==> config.mk <==
export PLATFORM = sky130hd
export DESIGN_NAME = ibaf_top
export DESIGN_NICKNAME = d
export VERILOG_FILES = /design/src/ibaf_top.v
export VERILOG_INCLUDE_DIRS = /design/src /design/src/src
export SDC_FILE = /design/constraint.sdc
export NUM_CORES = 1
export LEC_CHECK = 0
export BUFFER_PORTS_ARGS = -buffer_cell sky130_fd_sc_hd__buf_4
export CELL_PAD_IN_SITES_DETAIL_PLACEMENT = 1
export CELL_PAD_IN_SITES_GLOBAL_PLACEMENT = 1
export CORE_ASPECT_RATIO = 0.6
export CORE_UTILIZATION = 45
export DETAILED_ROUTE_END_ITERATION = 8
export PLACE_DENSITY_LB_ADDON = 0.1
export SLEW_MARGIN = 20
export SYNTH_ARGS = -nofsm -noshare
export SYNTH_HDL_FRONTEND = slang
export SYNTH_SLANG_ARGS = --single-unit
==> constraint.sdc <==
create_clock -name hclk -period 5.5 [get_ports hclk]
set_clock_uncertainty 0.05 [all_clocks]
set_input_delay 0 -clock hclk [delete_from_list [all_inputs] [get_ports hclk]]
set_output_delay 0 -clock hclk [all_outputs]
set_load 0.005 [all_outputs]
==> src/ibaf_map.vh <==
`ifndef IBAF_MAP_VH
`define IBAF_MAP_VH
// Register byte offsets on the AHB-Lite slave
`define IBAF_CTRL_OFF 8'h00
`define IBAF_STATUS_OFF 8'h04
`define IBAF_CFG_BASE_OFF 8'h08
`define IBAF_RX_LEN_OFF 8'h0C
`define IBAF_TX_LEN_OFF 8'h10
`define IBAF_MODE_OFF 8'h14
`define IBAF_RX_BASE_OFF 8'h18
`define IBAF_TX_BASE_OFF 8'h1C
`define IBAF_STA_LO_OFF 8'h20
`define IBAF_STA_HI_OFF 8'h24
`define IBAF_HASH_LO_OFF 8'h28
`define IBAF_HASH_HI_OFF 8'h2C
`define IBAF_FILT_DA_LO_OFF 8'h30
`define IBAF_FILT_DA_HI_OFF 8'h34
`define IBAF_FILT_RES_OFF 8'h38
// Configuration block word indices (byte offset / 2)
`define IBAF_CB_WORDS 4'hC
`define IBAF_CB_MODE 4'h0
`define IBAF_CB_STA0 4'h1
`define IBAF_CB_STA2 4'h3
`define IBAF_CB_HASH0 4'h4
`define IBAF_CB_HASH3 4'h7
`define IBAF_CB_RXLO 4'h8
`define IBAF_CB_RXHI 4'h9
`define IBAF_CB_TXLO 4'hA
`define IBAF_CB_TXHI 4'hB
// Ring size field position in its word
`define IBAF_SIZE_HI 15
`define IBAF_SIZE_LO 13
// Mode word bits; PROM and DISBC are used by the filter
`define IBAF_MODE_PROM 15
`define IBAF_MODE_DISBC 14
`define IBAF_MODE_TXCRC_DIS 3
// Control register bits
`define IBAF_CTRL_INIT 0
`define IBAF_CTRL_RUN 1
// Reset values
`define IBAF_MODE_RST 16'h0000
`define IBAF_LEN_RST 8'h01
// CRC-32 polynomial, reflected form
`define IBAF_CRC_POLY 32'hEDB88320
`endif

==> src/ibaf_top.v <==
// Contract
// Config block sits on 16-bit word boundary
// Config words: mode, station, hash, rings
// Ring size codes are bits 15..13
// Ring entries equal two to size code
// Length registers written later override sizes
// Ring base: low word plus next low byte
// Ring entries lie on 8-byte boundaries
// First wire bit one means logical address
// CRC top six bits select hash bit
// Zero hash rejects logical except broadcast
// Broadcast skips hash; disable unless promiscuous
// Loopback multicast: software moves CRC to receiver
// Station address 48 bits, individual only
// Byte n maps to bits 8n-1..8n-8
// Mode word copied into mode control register
// Software rechecks multicast against its list
// Fetch twelve words ascending before enabling
//
// The placing of the registers and the AHB-Lite register port were chosen for this implementation.
`timescale 1ns/1ps
`include "ibaf_map.vh"
module ibaf_top (
    input wire hclk, // System clock, 200 MHz
    input wire hresetn, // Asynchronous reset, active low
    input wire hsel, // Slave select
    input wire [31:0] haddr, // Byte address
    input wire [1:0] htrans, // Transfer type
    input wire hwrite, // Write when high
    input wire [2:0] hsize, // Transfer size
    input wire [31:0] hwdata, // Write data
    input wire hready, // Bus ready in
    output reg [31:0] hrdata, // Read data
    output wire hreadyout, // Slave ready
    output wire hresp, // Always OKAY
    output reg [23:0] mem_addr, // DMA byte address
    output reg mem_req, // DMA read request, level
    input wire mem_ack, // DMA word returned
    input wire [15:0] mem_rdata, // DMA read word
    output reg init_done, // Setup loaded, level
    output reg rx_enable, // Reception enabled
    output reg tx_enable, // Transmission enabled
    output reg [15:0] mode_control_register, // Mode copy
    output reg [47:0] station_address, // Loaded node address
    output reg [23:0] rx_ring_base, // Receive ring base
    output reg [23:0] tx_ring_base, // Transmit ring base
    output reg [7:0] rx_ring_entries, // Receive ring length
    output reg [7:0] tx_ring_entries, // Transmit ring length
    input wire da_valid, // Destination address strobe
    input wire [47:0] da_addr, // Destination, byte 1 in [7:0]
    output reg filt_valid, // Filter verdict strobe
    output reg filt_accept // Frame accepted
);
    // The block has three jobs: fetch the setup words from host
    // memory, hold the fields they carry, and judge each incoming
    // destination address against those fields.
    // All of it runs on hclk; pin inputs are taken as synchronous,
    // so no synchroniser stage sits in front of them.
    // Fetch machine states, one-hot
    localparam [2:0] S_IDLE = 3'b001;
    localparam [2:0] S_REQ = 3'b010;
    localparam [2:0] S_DONE = 3'b100;

    // Internal state; the fields not driven out as module outputs,
    // the hash filter and size codes among them, live here.
    reg [2:0] state_reg; // Fetch state
    reg [3:0] word_reg; // Word index being fetched
    reg [23:0] cfg_base_reg; // Config block base
    reg [2:0] rx_ring_size_code; // Receive size code
    reg [2:0] tx_ring_size_code; // Transmit size code
    reg [63:0] multicast_hash_filter; // Hash filter bits
    reg run_reg; // Software enable of rx/tx
    reg [47:0] last_da_reg; // Last address filtered
    reg last_res_reg; // Last verdict
    // AHB data phase capture
    reg wr_pend_reg; // Write data phase pending
    reg [7:0] wr_addr_reg; // Latched write offset

    wire rd_take; // Read address phase accepted
    wire wr_take; // Write address phase accepted
    assign rd_take = hsel & hready & htrans[1] & ~hwrite;
    assign wr_take = hsel & hready & htrans[1] & hwrite;
    // Zero wait states keep the slave simple
    assign hreadyout = 1'b1;
    assign hresp = 1'b0;

    // The hash needs the frame CRC over the six address bytes only.
    // A serial loop is cheap to read; synthesis flattens it into
    // an XOR tree of 48 levels, which at 200 MHz is the longest
    // path in the block. Pipelining it would add a cycle to the
    // verdict, which the strobe timing does not allow.
    // No final inversion: the index uses the raw remainder.
    // CRC-32 over the destination, LSB first as on the wire
    function [31:0] crc_of;
        input [47:0] d;
        integer i;
        reg [31:0] c;
        begin
            c = 32'hFFFFFFFF;
            for (i = 0; i < 48; i = i + 1) begin
                if (c[0] ^ d[i])
                    c = (c >> 1) ^ `IBAF_CRC_POLY;
                else
                    c = c >> 1;
            end
            crc_of = c;
        end
    endfunction

    // Two to the size code, as an entry count
    function [7:0] ent_of;
        input [2:0] code;
        begin
            ent_of = 8'h01 << code;
        end
    endfunction

    // Priority of the filter tests matters:
    // broadcast first, since it must skip the hash entirely;
    // promiscuous next, which takes every other destination;
    // then the first wire bit splits logical from physical.
    // Swapping broadcast and promiscuous would give the same
    // answer today, but keeping broadcast apart leaves room for
    // a separate broadcast counter later.
    // Filter decision, pure combinational
    reg [31:0] crc_w; // CRC of incoming address
    reg [5:0] hash_idx; // Selected filter bit
    reg verdict; // Accept decision
    always @* begin
        crc_w = crc_of(da_addr);
        // Top six bits of the wire-order CRC, reflected register
        hash_idx = {crc_w[0], crc_w[1], crc_w[2],
                    crc_w[3], crc_w[4], crc_w[5]};
        if (da_addr == 48'hFFFFFFFFFFFF) begin
            // Broadcast never consults the hash
            verdict = ~mode_control_register[`IBAF_MODE_DISBC] |
                      mode_control_register[`IBAF_MODE_PROM];
        end else if (mode_control_register[`IBAF_MODE_PROM]) begin
            verdict = 1'b1; // Promiscuous takes everything
        end else if (da_addr[0]) begin
            // Logical; all-zero filter rejects all
            verdict = multicast_hash_filter[hash_idx];
        end else begin
            verdict = (da_addr == station_address);
        end
    end

    // The fetch reads twelve 16-bit words, one per acknowledge.
    // The request stays high for the whole block; memory answers
    // at its own pace, so no cycle count is assumed anywhere.
    // A new INIT is only honoured while idle: an INIT bit written during a
    // fetch is dropped rather than restarting half way, which
    // would leave a mix of old and new fields.
    // Length register writes share this process because they
    // overwrite the same entry counts the fetch produces; one
    // process keeps one driver per register.
    // Fetch machine and configuration latches
    always @(posedge hclk or negedge hresetn) begin
        if (!hresetn) begin
            state_reg <= S_IDLE;
            word_reg <= 4'h0;
            mem_addr <= 24'h000000;
            mem_req <= 1'b0;
            init_done <= 1'b0;
            mode_control_register <= `IBAF_MODE_RST;
            station_address <= 48'h000000000000;
            multicast_hash_filter <= 64'h0000000000000000;
            rx_ring_base <= 24'h000000;
            tx_ring_base <= 24'h000000;
            rx_ring_size_code <= 3'h0;
            tx_ring_size_code <= 3'h0;
            rx_ring_entries <= `IBAF_LEN_RST;
            tx_ring_entries <= `IBAF_LEN_RST;
        end else begin
            case (state_reg)
                S_IDLE: begin
                    if (wr_pend_reg &&
                        wr_addr_reg == `IBAF_CTRL_OFF &&
                        hwdata[`IBAF_CTRL_INIT]) begin
                        // Base bit 0 ignored: word aligned only
                        mem_addr <= {cfg_base_reg[23:1], 1'b0};
                        word_reg <= 4'h0;
                        init_done <= 1'b0;
                        mem_req <= 1'b1;
                        state_reg <= S_REQ;
                    end
                end
                S_REQ: begin
                    if (mem_ack) begin
                        case (word_reg)
                            `IBAF_CB_MODE:
                                mode_control_register <= mem_rdata;
                            `IBAF_CB_RXLO:
                                rx_ring_base[15:0] <= mem_rdata;
                            `IBAF_CB_RXHI: begin
                                rx_ring_base[23:16] <= mem_rdata[7:0];
                                rx_ring_size_code <= mem_rdata[
                                    `IBAF_SIZE_HI:`IBAF_SIZE_LO];
                                rx_ring_entries <= ent_of(mem_rdata[
                                    `IBAF_SIZE_HI:`IBAF_SIZE_LO]);
                            end
                            `IBAF_CB_TXLO:
                                tx_ring_base[15:0] <= mem_rdata;
                            `IBAF_CB_TXHI: begin
                                tx_ring_base[23:16] <= mem_rdata[7:0];
                                tx_ring_size_code <= mem_rdata[
                                    `IBAF_SIZE_HI:`IBAF_SIZE_LO];
                                tx_ring_entries <= ent_of(mem_rdata[
                                    `IBAF_SIZE_HI:`IBAF_SIZE_LO]);
                            end
                            default: begin
                                // Station words 1..3, hash words 4..7
                                if (word_reg <= `IBAF_CB_STA2)
                                    station_address[(word_reg - 4'h1)*16
                                        +: 16] <= mem_rdata;
                                else
                                    multicast_hash_filter[(word_reg -
                                        `IBAF_CB_HASH0)*16 +: 16]
                                        <= mem_rdata;
                            end
                        endcase
                        if (word_reg == `IBAF_CB_WORDS - 4'h1) begin
                            mem_req <= 1'b0;
                            state_reg <= S_DONE;
                        end else begin
                            word_reg <= word_reg + 4'h1;
                            mem_addr <= mem_addr + 24'h000002;
                        end
                    end
                end
                S_DONE: begin
                    init_done <= 1'b1;
                    state_reg <= S_IDLE;
                end
                default: state_reg <= S_IDLE;
            endcase
            // Length registers only take effect once setup is done
            if (wr_pend_reg && init_done && state_reg == S_IDLE) begin
                if (wr_addr_reg == `IBAF_RX_LEN_OFF)
                    rx_ring_entries <= hwdata[7:0];
                if (wr_addr_reg == `IBAF_TX_LEN_OFF)
                    tx_ring_entries <= hwdata[7:0];
            end
        end
    end

    // Enables follow the run bit, but never ahead of a complete
    // setup. The extra register stage costs one cycle of latency
    // and keeps the enables glitch free when init restarts.
    // Reception and transmission gated by a finished setup
    always @(posedge hclk or negedge hresetn) begin
        if (!hresetn) begin
            rx_enable <= 1'b0;
            tx_enable <= 1'b0;
        end else begin
            rx_enable <= run_reg & init_done;
            tx_enable <= run_reg & init_done;
        end
    end

    // The verdict is a registered output, so the caller sees it
    // exactly one cycle after presenting the address. The last
    // address and result are kept for software to read back,
    // which helps when chasing an unexpected rejection.
    // Accept holds between strobes; only valid is a pulse.
    // Filter verdict registered one cycle after the strobe
    always @(posedge hclk or negedge hresetn) begin
        if (!hresetn) begin
            filt_valid <= 1'b0;
            filt_accept <= 1'b0;
            last_da_reg <= 48'h000000000000;
            last_res_reg <= 1'b0;
        end else begin
            filt_valid <= da_valid;
            if (da_valid) begin
                filt_accept <= verdict;
                last_da_reg <= da_addr;
                last_res_reg <= verdict;
            end
        end
    end

    // Writes arrive in two phases: the offset comes with the
    // address phase and the data one cycle later. Only the low
    // byte of the offset is decoded; higher bits alias, which
    // saves comparators since the slave window is small.
    // Unmapped offsets are silently ignored.
    // AHB write side: address phase latched, data applied next cycle
    always @(posedge hclk or negedge hresetn) begin
        if (!hresetn) begin
            wr_pend_reg <= 1'b0;
            wr_addr_reg <= 8'h00;
            cfg_base_reg <= 24'h000000;
            run_reg <= 1'b0;
        end else begin
            wr_pend_reg <= wr_take;
            if (wr_take)
                wr_addr_reg <= haddr[7:0];
            if (wr_pend_reg) begin
                if (wr_addr_reg == `IBAF_CFG_BASE_OFF)
                    cfg_base_reg <= hwdata[23:0];
                if (wr_addr_reg == `IBAF_CTRL_OFF)
                    run_reg <= hwdata[`IBAF_CTRL_RUN];
            end
        end
    end

    // Read data is captured at the address phase edge, so it
    // already stands when the master samples the data phase.
    // That is what lets hreadyout stay tied high. The cost is
    // that a value changing in the same cycle is seen one cycle
    // old, which software polling status never notices.
    // Unused upper bits read as zero.
    // AHB read side: data registered at the address phase
    always @(posedge hclk or negedge hresetn) begin
        if (!hresetn) begin
            hrdata <= 32'h00000000;
        end else if (rd_take) begin
            case (haddr[7:0])
                `IBAF_CTRL_OFF: hrdata <= {30'h0, run_reg, 1'b0};
                `IBAF_STATUS_OFF:
                    hrdata <= {26'h0, tx_ring_size_code,
                               init_done, rx_enable, tx_enable};
                `IBAF_CFG_BASE_OFF: hrdata <= {8'h00, cfg_base_reg};
                `IBAF_RX_LEN_OFF: hrdata <= {24'h0, rx_ring_entries};
                `IBAF_TX_LEN_OFF: hrdata <= {24'h0, tx_ring_entries};
                `IBAF_MODE_OFF: hrdata <= {16'h0, mode_control_register};
                `IBAF_RX_BASE_OFF:
                    hrdata <= {5'h00, rx_ring_size_code, rx_ring_base};
                `IBAF_TX_BASE_OFF:
                    hrdata <= {5'h00, tx_ring_size_code, tx_ring_base};
                `IBAF_STA_LO_OFF: hrdata <= station_address[31:0];
                `IBAF_STA_HI_OFF:
                    hrdata <= {16'h0, station_address[47:32]};
                `IBAF_HASH_LO_OFF: hrdata <= multicast_hash_filter[31:0];
                `IBAF_HASH_HI_OFF:
                    hrdata <= multicast_hash_filter[63:32];
                `IBAF_FILT_DA_LO_OFF: hrdata <= last_da_reg[31:0];
                `IBAF_FILT_DA_HI_OFF: hrdata <= {16'h0, last_da_reg[47:32]};
                `IBAF_FILT_RES_OFF: hrdata <= {31'h0, last_res_reg};
                default: hrdata <= 32'h00000000; // Unmapped reads zero
            endcase
        end
    end
endmodule // ibaf_top

## Yosys cells after proc, flatten, opt, wreduce, memory -nomap -nowiden

Cells that the tools add are included.

- Add/subtract/negate cells: 6
- Order comparisons: 2
- Equal/unequal tests: 30
- Shifts and indexed selects: 5
- Mux-type cells: 84
- Bitwise operators: 104
- Reduce and logical (&&, ||, !) cells: 23

Operators by type and width:

| operator | count |
|---|---|
| $mux 32 | 22 |
| $pmux 32 s15 | 1 |
| $not 13->14 | 21 |
| $mux 24 | 4 |
| $mux 8 | 10 |
| $neg 32->34 | 2 |
| $bwmux 64 | 1 |
| $mux 16 | 4 |
| $shift 16x34->64 const A | 1 |
| $shiftx 16x34->64 | 1 |
| $mux 10 | 6 |
| $eq 8x6->1 const B | 7 |
| $mux 28 | 2 |
| $mux 25 | 2 |
| $bwmux 48 | 1 |
| $eq 48x48->1 | 1 |
| $eq 48x48->1 const B | 1 |
| $pmux 24 s2 | 1 |
| $shift 16x34->48 const A | 1 |
| $shiftx 16x34->48 | 1 |
| $xor 1x1->1 | 47 |
| $mux 22 | 2 |
| $eq 8x5->1 const B | 5 |
| $eq 8x4->1 const B | 4 |
| 50 further kinds | 106 |

- Flip-flop bits (word level): 348
- Output and inout port bits: 192
- Logic and storage cells: 279

## Logic depth before layout (Yosys ltp)

Gate-level depths: netlist of the first run.

- Depth in word-level cells: 100
- Depth in mapped cells: 16
- Mapped depth without buffers: 13

## Worst setup path before layout of the first run

OpenSTA, ideal clock, no wires.

- Path kind: in2reg
- From: input da_addr[0]
- To: register last_res_reg
- Arrival time: 3.960 ns
- Data required time: 5.319 ns
- Setup slack: 1.359 ns
- Cell stages on the path: 14
- Path buffers: 1
- Path through: ha_1 xnor3_1 xnor3_1 xnor3_1 xnor3_1 xnor2_1 xnor3_2 xnor3_2 buf_6 mux4_2 mux2i_1 mux2i_1 a311oi_1 a21oi_1

- Word-level cells in the longest chain between the ends: 71
- Elaborated cells between the ends (all ways): 137
- Those cells by class: eq/ne: 2; mux: 53; bitwise: 82

RTL lines:

| what | line | source |
|---|---|---|
| start, declared | ibaf_top.v:50 | `input wire [47:0] da_addr,` |
| branches (longest 70 deep; another with $mux 32) | -- |  |
| $mux 1 (*) | ibaf_top.v:134 | `if (da_addr == 48'hFFFFFFFFFFFF) begin` |
| end signal, assigned | ibaf_top.v:278 | `last_res_reg <= verdict;` |
| end, declared | ibaf_top.v:74 | `reg last_res_reg;` |

Mark *: on every way between the ends. The select of a mux whose other input is x is not followed.
A chain may end at the register's enable or synchronous reset.

## Worst setup path in the final report of the first run

Ends and elaborated chain as after synthesis.

==> run summary, run 1 <==
CP Launch Type = input port
Clk Latency, worst-skew pair = 0.55 ns
cell taking the most area after synthesis = dfrtp_1
min Tclk post-route = 5.21 ns
Tot Pwr = 0.0140 W
num rows = 58
YS warnings = 0
placed cell area = 22100 sq um
vias per cell = 6.35
Setup CP Type = input port to register
Worst Path Required = 5.86 ns
worst-margin pin slew = 1.10 ns
Cell Pwr Density = 574 nW/um^2
top cell type's share of synthesized area = 44.6%
register area share after synthesis = 45.0%
power share of the combinational group = 60.8%
Synth area leaders = dfrtp_1 45%, mux2_2 12%, xnor2_1 4.6%
drt pass-1 iters = 6
pins over their slew limit = 0
setup tns final = 0 ns
clk sinks = 347
Post-CTS Setup Bufs = 0
n_diodes = 0
worst vdd ir = 0.00132 V
final cell count without fillers = 2685
critical path's slowest cell = mux4_2
Post-Place Cells = 2513
DP HPWL = 63.9 mm
initial core utilization = 45.9%
die height = 162 um
number of global-route vias before repair = 17239
CP Max Fanout = 9
initial antenna violation count = 8
final WL = 86.7 mm
Int Pwr = 0.00817 W
Area Overhead vs Synth = 26.5%
GP Congestion = 1.03
die outline width = 269 um
WP data arrival = 5.57 ns
CTS resizes = 0
Ports = 332
CTS hold repair buffers = 107
MaxCap Viol Count = 0
Tot GR Track Use = 39.7%
CTS root buf = clkbuf_16
largest stage delay on the critical path = 0.59 ns
largest net degree at the start of global routing = 169
crit-path cells = dlygate4sd3_1 > buf_4 > ha_1 > xnor3_1 > xor2_1 > xnor3_1 > xnor2_1 > xnor3_1 > xnor3_1 > xnor2_2 > mux4_2 > o22ai_1 > o41ai_1 > a311oi_1 > a21oi_1
Die ar. = 43800 sq um
DRC viols = 0
FFs w/ async S/R, synth = 100%
final net count = 2254
Setup crit end kind = register
Post-DRT Antenna Nets = 0
Max Freq = 192 MHz
Core ar. = 42100 sq um
Post-Syn Area = 19300 sq um
Starting DRT DRC Count = 2083
WL/cell = 32.3 um
post-route cell area = 24400 sq um
share of layout cells above drive strength 1 = 31.0%
Yosys cell types = 65
Static Leak = 11.4 nW
failing checks = negative hold slack
Flop pwr share = 20.7%
CTS tree = built
Clock Tree Buf Depth = 3
Hold Fails Final Rpt = 6
Clock Pin Slew Worst Setup and Hold Paths = 0.07 ns
Final Setup Violations = 0
Post-synth EDFFs = 0
CTS buffer count = 36
max reg flops = 64
Crit path top cell by count = xnor3_1
Slew headroom = 26.7%
first-pass GRT wire length = 125 mm
synthesized area per cell = 11.2 sq um
Sw Pwr = 0.00585 W
switching share of total power = 41.7%
detailed-route via count = 17063
FF+latch count, synth = 347
Gate Count Post-Synth = 1719
grt ovf = 0
ys flop type = dfrtp_1
worst min-delay path class = input port to asynchronous set/reset pin
final period utilization = 94.7%
unrepaired setup endpoints after global routing = false
Port-buffer cells = 292
CTS H-tree depth = 2
final hold slack = -0.00904 ns
Clk network pwr share = 18.5%
outcome = complete, but fails checks
metal layers:
| layer | up-vias | part of all wire (%) | GRT usage [%] |
|---|---|---|---|
| li1 | 7016 | - | - |
| met1 | 8828 | 44 | 58.4 |
| met2 | 1042 | 40 | 54.8 |
| met3 | 165 | 13 | 13.4 |
| met4 | 12 | 3.2 | 11.5 |
| met5 | - | 0.14 | 0 |
per-stage QoR:
step	setup WS [ns]	util [%]
floorplan	1.36	-
global placement	0.555	52.6
detailed placement	0.441	52.6
CTS	0.461	58.0
global route	0.162	58.0
finish	0.292	58.0
layout by cell type, fill, tap and decap left out, types with 13 or more instances in the layout:
master,synthesis,final
mux2i_1,18,18
nand2_1,167,167
a222oi_1,39,39
xnor2_1,101,101
a21oi_1,77,77
dfrtp_1,344,344
nor2_1,102,94
ha_1,25,25
xor2_1,73,73
o22ai_1,14,14
xnor3_1,31,31
dlygate4sd3_1,0,107
clkbuf_8,0,13
nand4_1,22,22
nand3_1,25,25
buf_4,9,329
inv_1,18,18
nor2b_1,20,20
mux2_2,211,211
a22oi_1,44,44
a221oi_1,22,22
clkbuf_16,0,36
a31oi_1,33,33
nor4_1,24,22
o21ai_0,58,58
cells by family (layout without fill, tap and decap cells):
kind of cell	Yosys count	count (layout)	synth area share (%)
compound gates	316	316	11.0
xor+xnor	228	228	14.0
fa+ha+maj	26	26	1.72
buf+inv	127	522	2.76
flops	347	347	45.0
mux	242	242	14.8
other cells	2	3	0.0389
simple gates	431	431	10.7
power by group through the flow:
stage / registers [W] / logic (W) / clock network [W]
finish: 0.00290 / 0.00853 / 0.00259
global route: 0.00291 / 0.00854 / 0.00270
CTS: 0.00290 / 0.00839 / 0.00261
detailed placement: 0.00294 / 0.00829 / 0
global placement: 0.00294 / 0.00827 / 0
floorplan: 0.00286 / 0.00688 / 0
critical path: cells and delay by family:
family,cells,cell delay (ns)
muxes,1,0.59
AOI/OAI and AO/OA,4,0.88
adders and majority gates,1,0.49
buffers and inverters,2,0.77
xor gates and xnor gates,7,2.81
cell type report:
type | instances | area, sq um
fill | 4431 | 17700
sequential | 347 | 8690
timing repair buffer | 438 | 3580
tap | 570 | 713
multi-input combinational | 1246 | 10100
clock inverter | 14 | 148
inverter | 19 | 71.3
clock buffer | 51 | 1090
cell usage after synthesis, drive strengths merged (24+ instances only):
library cell	instances
nand2	167
xor2	75
a21oi	77
a22oi	44
clkbuf	90
xnor3	36
nor4	24
xnor2	109
a31oi	33
mux2	211
dfrtp	344
a222oi	39
o21ai	58
nor2	102
ha	25
nand3	25
path summary, 6_finish.rpt:
path,to,cells after the start,slack [ns],startpoint
setup / recovery,last_res_reg,15,0.29,da_addr[0]
hold / removal,last_da_reg[27],2,-0.009,hresetn
setup reg to reg,station_address[5],11,0.89,word_reg[0]
hold reg to reg,hrdata[7],1,0.45,hrdata[7]
max in group asynchronous,run_reg,3,4.01,hresetn
min in group hclk,wr_addr_reg[6],4,0.01,hready
No activity file was read; power rests on OpenSTA's default activity.
==> inputs of run 2 (changes only) <==
--- a/config.mk
+++ b/config.mk
@@ -6,11 +6,12 @@
 export SDC_FILE = /design/constraint.sdc
 export NUM_CORES = 1
 export LEC_CHECK = 0
+export ABC_AREA = 1
 export BUFFER_PORTS_ARGS = -buffer_cell sky130_fd_sc_hd__buf_4
 export CELL_PAD_IN_SITES_DETAIL_PLACEMENT = 1
 export CELL_PAD_IN_SITES_GLOBAL_PLACEMENT = 1
 export CORE_ASPECT_RATIO = 0.6
-export CORE_UTILIZATION = 45
+export CORE_UTILIZATION = 42
 export DETAILED_ROUTE_END_ITERATION = 8
 export PLACE_DENSITY_LB_ADDON = 0.1
 export SLEW_MARGIN = 20
==> run 2 against run 1 <==
  * Register-to-register slack lost 0.45 ns
  * Critical path depth grew 29
  * The flow now finishes without violations
  * Highest routed layer is now met4
  * Global-route usage grew 5.0 points
  * Power grew 49%
  * Die area grew 28%
==> run summary, run 2 <==
RR Startpoint = word_reg[0]
synth cell count leaders = 951 x nand2_1, 388 x inv_1, 344 x dfrtp_1, 326 x nand3_1, 225 x o21ai_0
largest net degree at the start of global routing = 141 (-17%)
final net count = 3867 (+72%)
R2R setup slack = 0.44 ns (-0.45 ns)
final period utilization = 96.5% (+1.8 points)
WP data arrival = 5.74 ns (+0.17 ns)
worst min-delay path class = input port to register
min Tclk post-route = 5.31 ns (+0.0970 ns)
FFs w/ async S/R, synth = 100% (unchanged)
Slew headroom = 18.9% (-7.8 points)
vias per cell = 6.14 (-3.3%)
Die ar. = 56000 sq um (+28%)
CP Max Fanout = 9 (unchanged)
cell taking the most area after synthesis = dfrtp_1
Multi-input gate area = 12400 sq um (+22%)
crit path capture = last_res_reg
clk sinks = 347 (unchanged)
CTS root buf = clkbuf_16
Yosys cell types = 60 (-7.7%)
Final Worst Setup Slack = 0.195 ns (-0.0970 ns)
FF+latch area = 8690 sq um (unchanged)
number of global-route vias before repair = 27090 (+57%)
Starting DRT DRC Count = 3517 (+69%)
most common cell after layout, fill and taps aside = nand2_1
CP startpoint = da_addr[0]
Tot GR Track Use = 44.7% (+5.0 points)
most frequent cells in the layout = 948 x nand2_1, 388 x inv_1, 364 x buf_4
CTS tree = built
pins over their slew limit = 0 (unchanged)
Port-buffer cells = 292 (unchanged)
Post-DRT Antenna Nets = 0 (unchanged)
CTS H-tree depth = 1 (-1)
Cell Pwr Density = 714 nW/um^2 (+24%)
detailed-route via count = 27325 (+60%)
initial antenna violation count = 7 (-1)
Clk Latency, worst-skew pair = 0.59 ns (+0.04 ns)
final hold slack = 0.0686 ns (+0.0776 ns)
Clock Tree Buf Depth = 3 (unchanged)
critical path's slowest cell = dlygate4sd3_1
Ports = 332 (unchanged)
die height = 184 um (+13%)
outcome = completed
ys flop type = dfrtp_1
Synth area leaders = dfrtp_1 37%, nand2_1 15%, nand3_1 7.1%
Post-Syn Area = 23100 sq um (+20%)
cells on worst reg2reg path = 17 (+6)
register area share after synthesis = 37.6% (-7.4 points)
synthesized area per cell = 7.15 sq um (-36%)
grt ovf = 0 (unchanged)
top cell type's share of synthesized area = 37.2% (-7.3 points)
first-pass GRT wire length = 183 mm (+46%)
share of layout cells above drive strength 1 = 16.8% (-14 points)
Gate Count Post-Synth = 3235 (+88%)
die outline width = 305 um (+13%)
dpl ws = 0.236 ns (-0.205 ns)
Area Overhead vs Synth = 26.5% (about the same)
WL/cell = 28.7 um (-11%)
DP HPWL = 97.4 mm (+52%)
YS warnings = 0 (unchanged)
DRC viols = 0 (unchanged)
Tot Pwr = 0.0209 W (+49%)
FF-to-FF End = station_address[32]
MaxCap Viol Count = 0 (unchanged)
Core ar. = 54300 sq um (+29%)
top-count cell post-synth = nand2_1
CTS buffer count = 31 (-14%)
Setup crit end kind = register
Crit path top cell by count = nand2_2
worst-margin pin slew = 1.19 ns (+0.0895 ns)
Max Freq = 188 MHz (-1.8%)
GP Congestion = 1.04 (+0.49%)
FF+latch count, synth = 347 (unchanged)
Final Setup Violations = 0 (unchanged)
fill count = 6849 (+55%)
final WL = 128 mm (+47%)
drt pass-1 iters = 5 (-1)
num rows = 66 (+14%)
Worst Path Required = 5.94 ns (+0.08 ns)
worst vdd ir = 0.00176 V (+34%)
setup tns final = 0 ns (unchanged)
Clock Pin Slew Worst Setup and Hold Paths = 0.08 ns (about the same)
initial core utilization = 42.6% (-3.3 points)
CP Launch Type = input port
Hold Fails Final Rpt = 0 (-6)
Post-synth EDFFs = 0 (unchanged)
Static Leak = 14.8 nW (+30%)
largest stage delay on the critical path = 0.54 ns (-0.05 ns)
Setup CP Type = input port to register
max reg flops = 64 (unchanged)
## run 2: cell count changes after synthesis, sizes merged, moves of 55 or more
cell / delta
nand2: +886
mux2: -194
o21ai: +167
nand3: +322
xnor2: -85
o22ai: +55
inv: +399
## run 2: power breakdown
group          internal (W)  switching (W)  total (W)
logic               0.00519         0.0102     0.0154
registers           0.00282       0.000346    0.00316
clock network       0.00120        0.00109    0.00229
## run 2: layout make-up
type / instances / share of cell area [%]
diodes: 8 / 0.0684
clock buffers: 42 / 2.96
clock inverters: 15 / 0.466
inverters: 422 / 5.45
multi-input cells: 2349 / 42.4
flip-flops and latches: 347 / 29.7
well taps: 714 / 3.05
repair buffers: 550 / 15.9
## run 2: worst min path at each step
stage	depth (start not counted)	startpoint	end	slack, ns
after floorplan	0	hresetn	cfg_base_reg[0]	-0.35
after global placement	1	hresetn	mem_addr[12]	-0.07
after detailed placement	1	hresetn	mem_addr[12]	-0.06
after CTS	5	htrans[1]	wr_addr_reg[4]	0.03
after global routing	5	htrans[1]	wr_addr_reg[4]	0.14
final	5	htrans[1]	wr_addr_reg[4]	0.07
## run 2: timing repair
item                       CTS  global route
hold buffers               181             0
setup endpoints to repair    0             1
setup buffers                0             0
hold endpoints to repair   311             0
resized for setup            0            19
## run 2: cells by family after synthesis
group                      after synthesis  synth area share, %
AOI/OAI and AO/OA                      531                 13.6
xor gates and xnor gates               132                 5.24
adders and majority gates               26                 1.44
buffers and inverters                  540                 9.23
DFF                                    347                 37.6
muxes                                   17                0.828
other                                    2               0.0325
and+or+nand+nor                       1640                 32.0
## run 2: critical path: cells and delay by family
family,cells,cell delay [ns]
AND/OR/NAND/NOR,37,4.33
buffers and inverters,6,1.34
AO/OA/AOI/OAI,1,0.05
## run 2: metal layers
metal,vias up,wire (um),part of all wire (%),track usage [%]
met1,13735,54200,42,63.1
met4,0,3900,3.1,11.2
li1,11559,-,-,-
met3,312,19200,15,19.4
met2,1719,50300,39,61.7
met5,-,0,0,0
## run 2: stage by stage
step / util (%) / instances / area (sq um)
finish: 53.9 / 4447 / 29300
global route: 53.9 / 4440 / 29200
CTS: 53.7 / 4439 / 29100
detailed placement: 48.5 / 4201 / 26300
global placement: 48.5 / 4201 / 26300
floorplan: - / 3236 / 23100
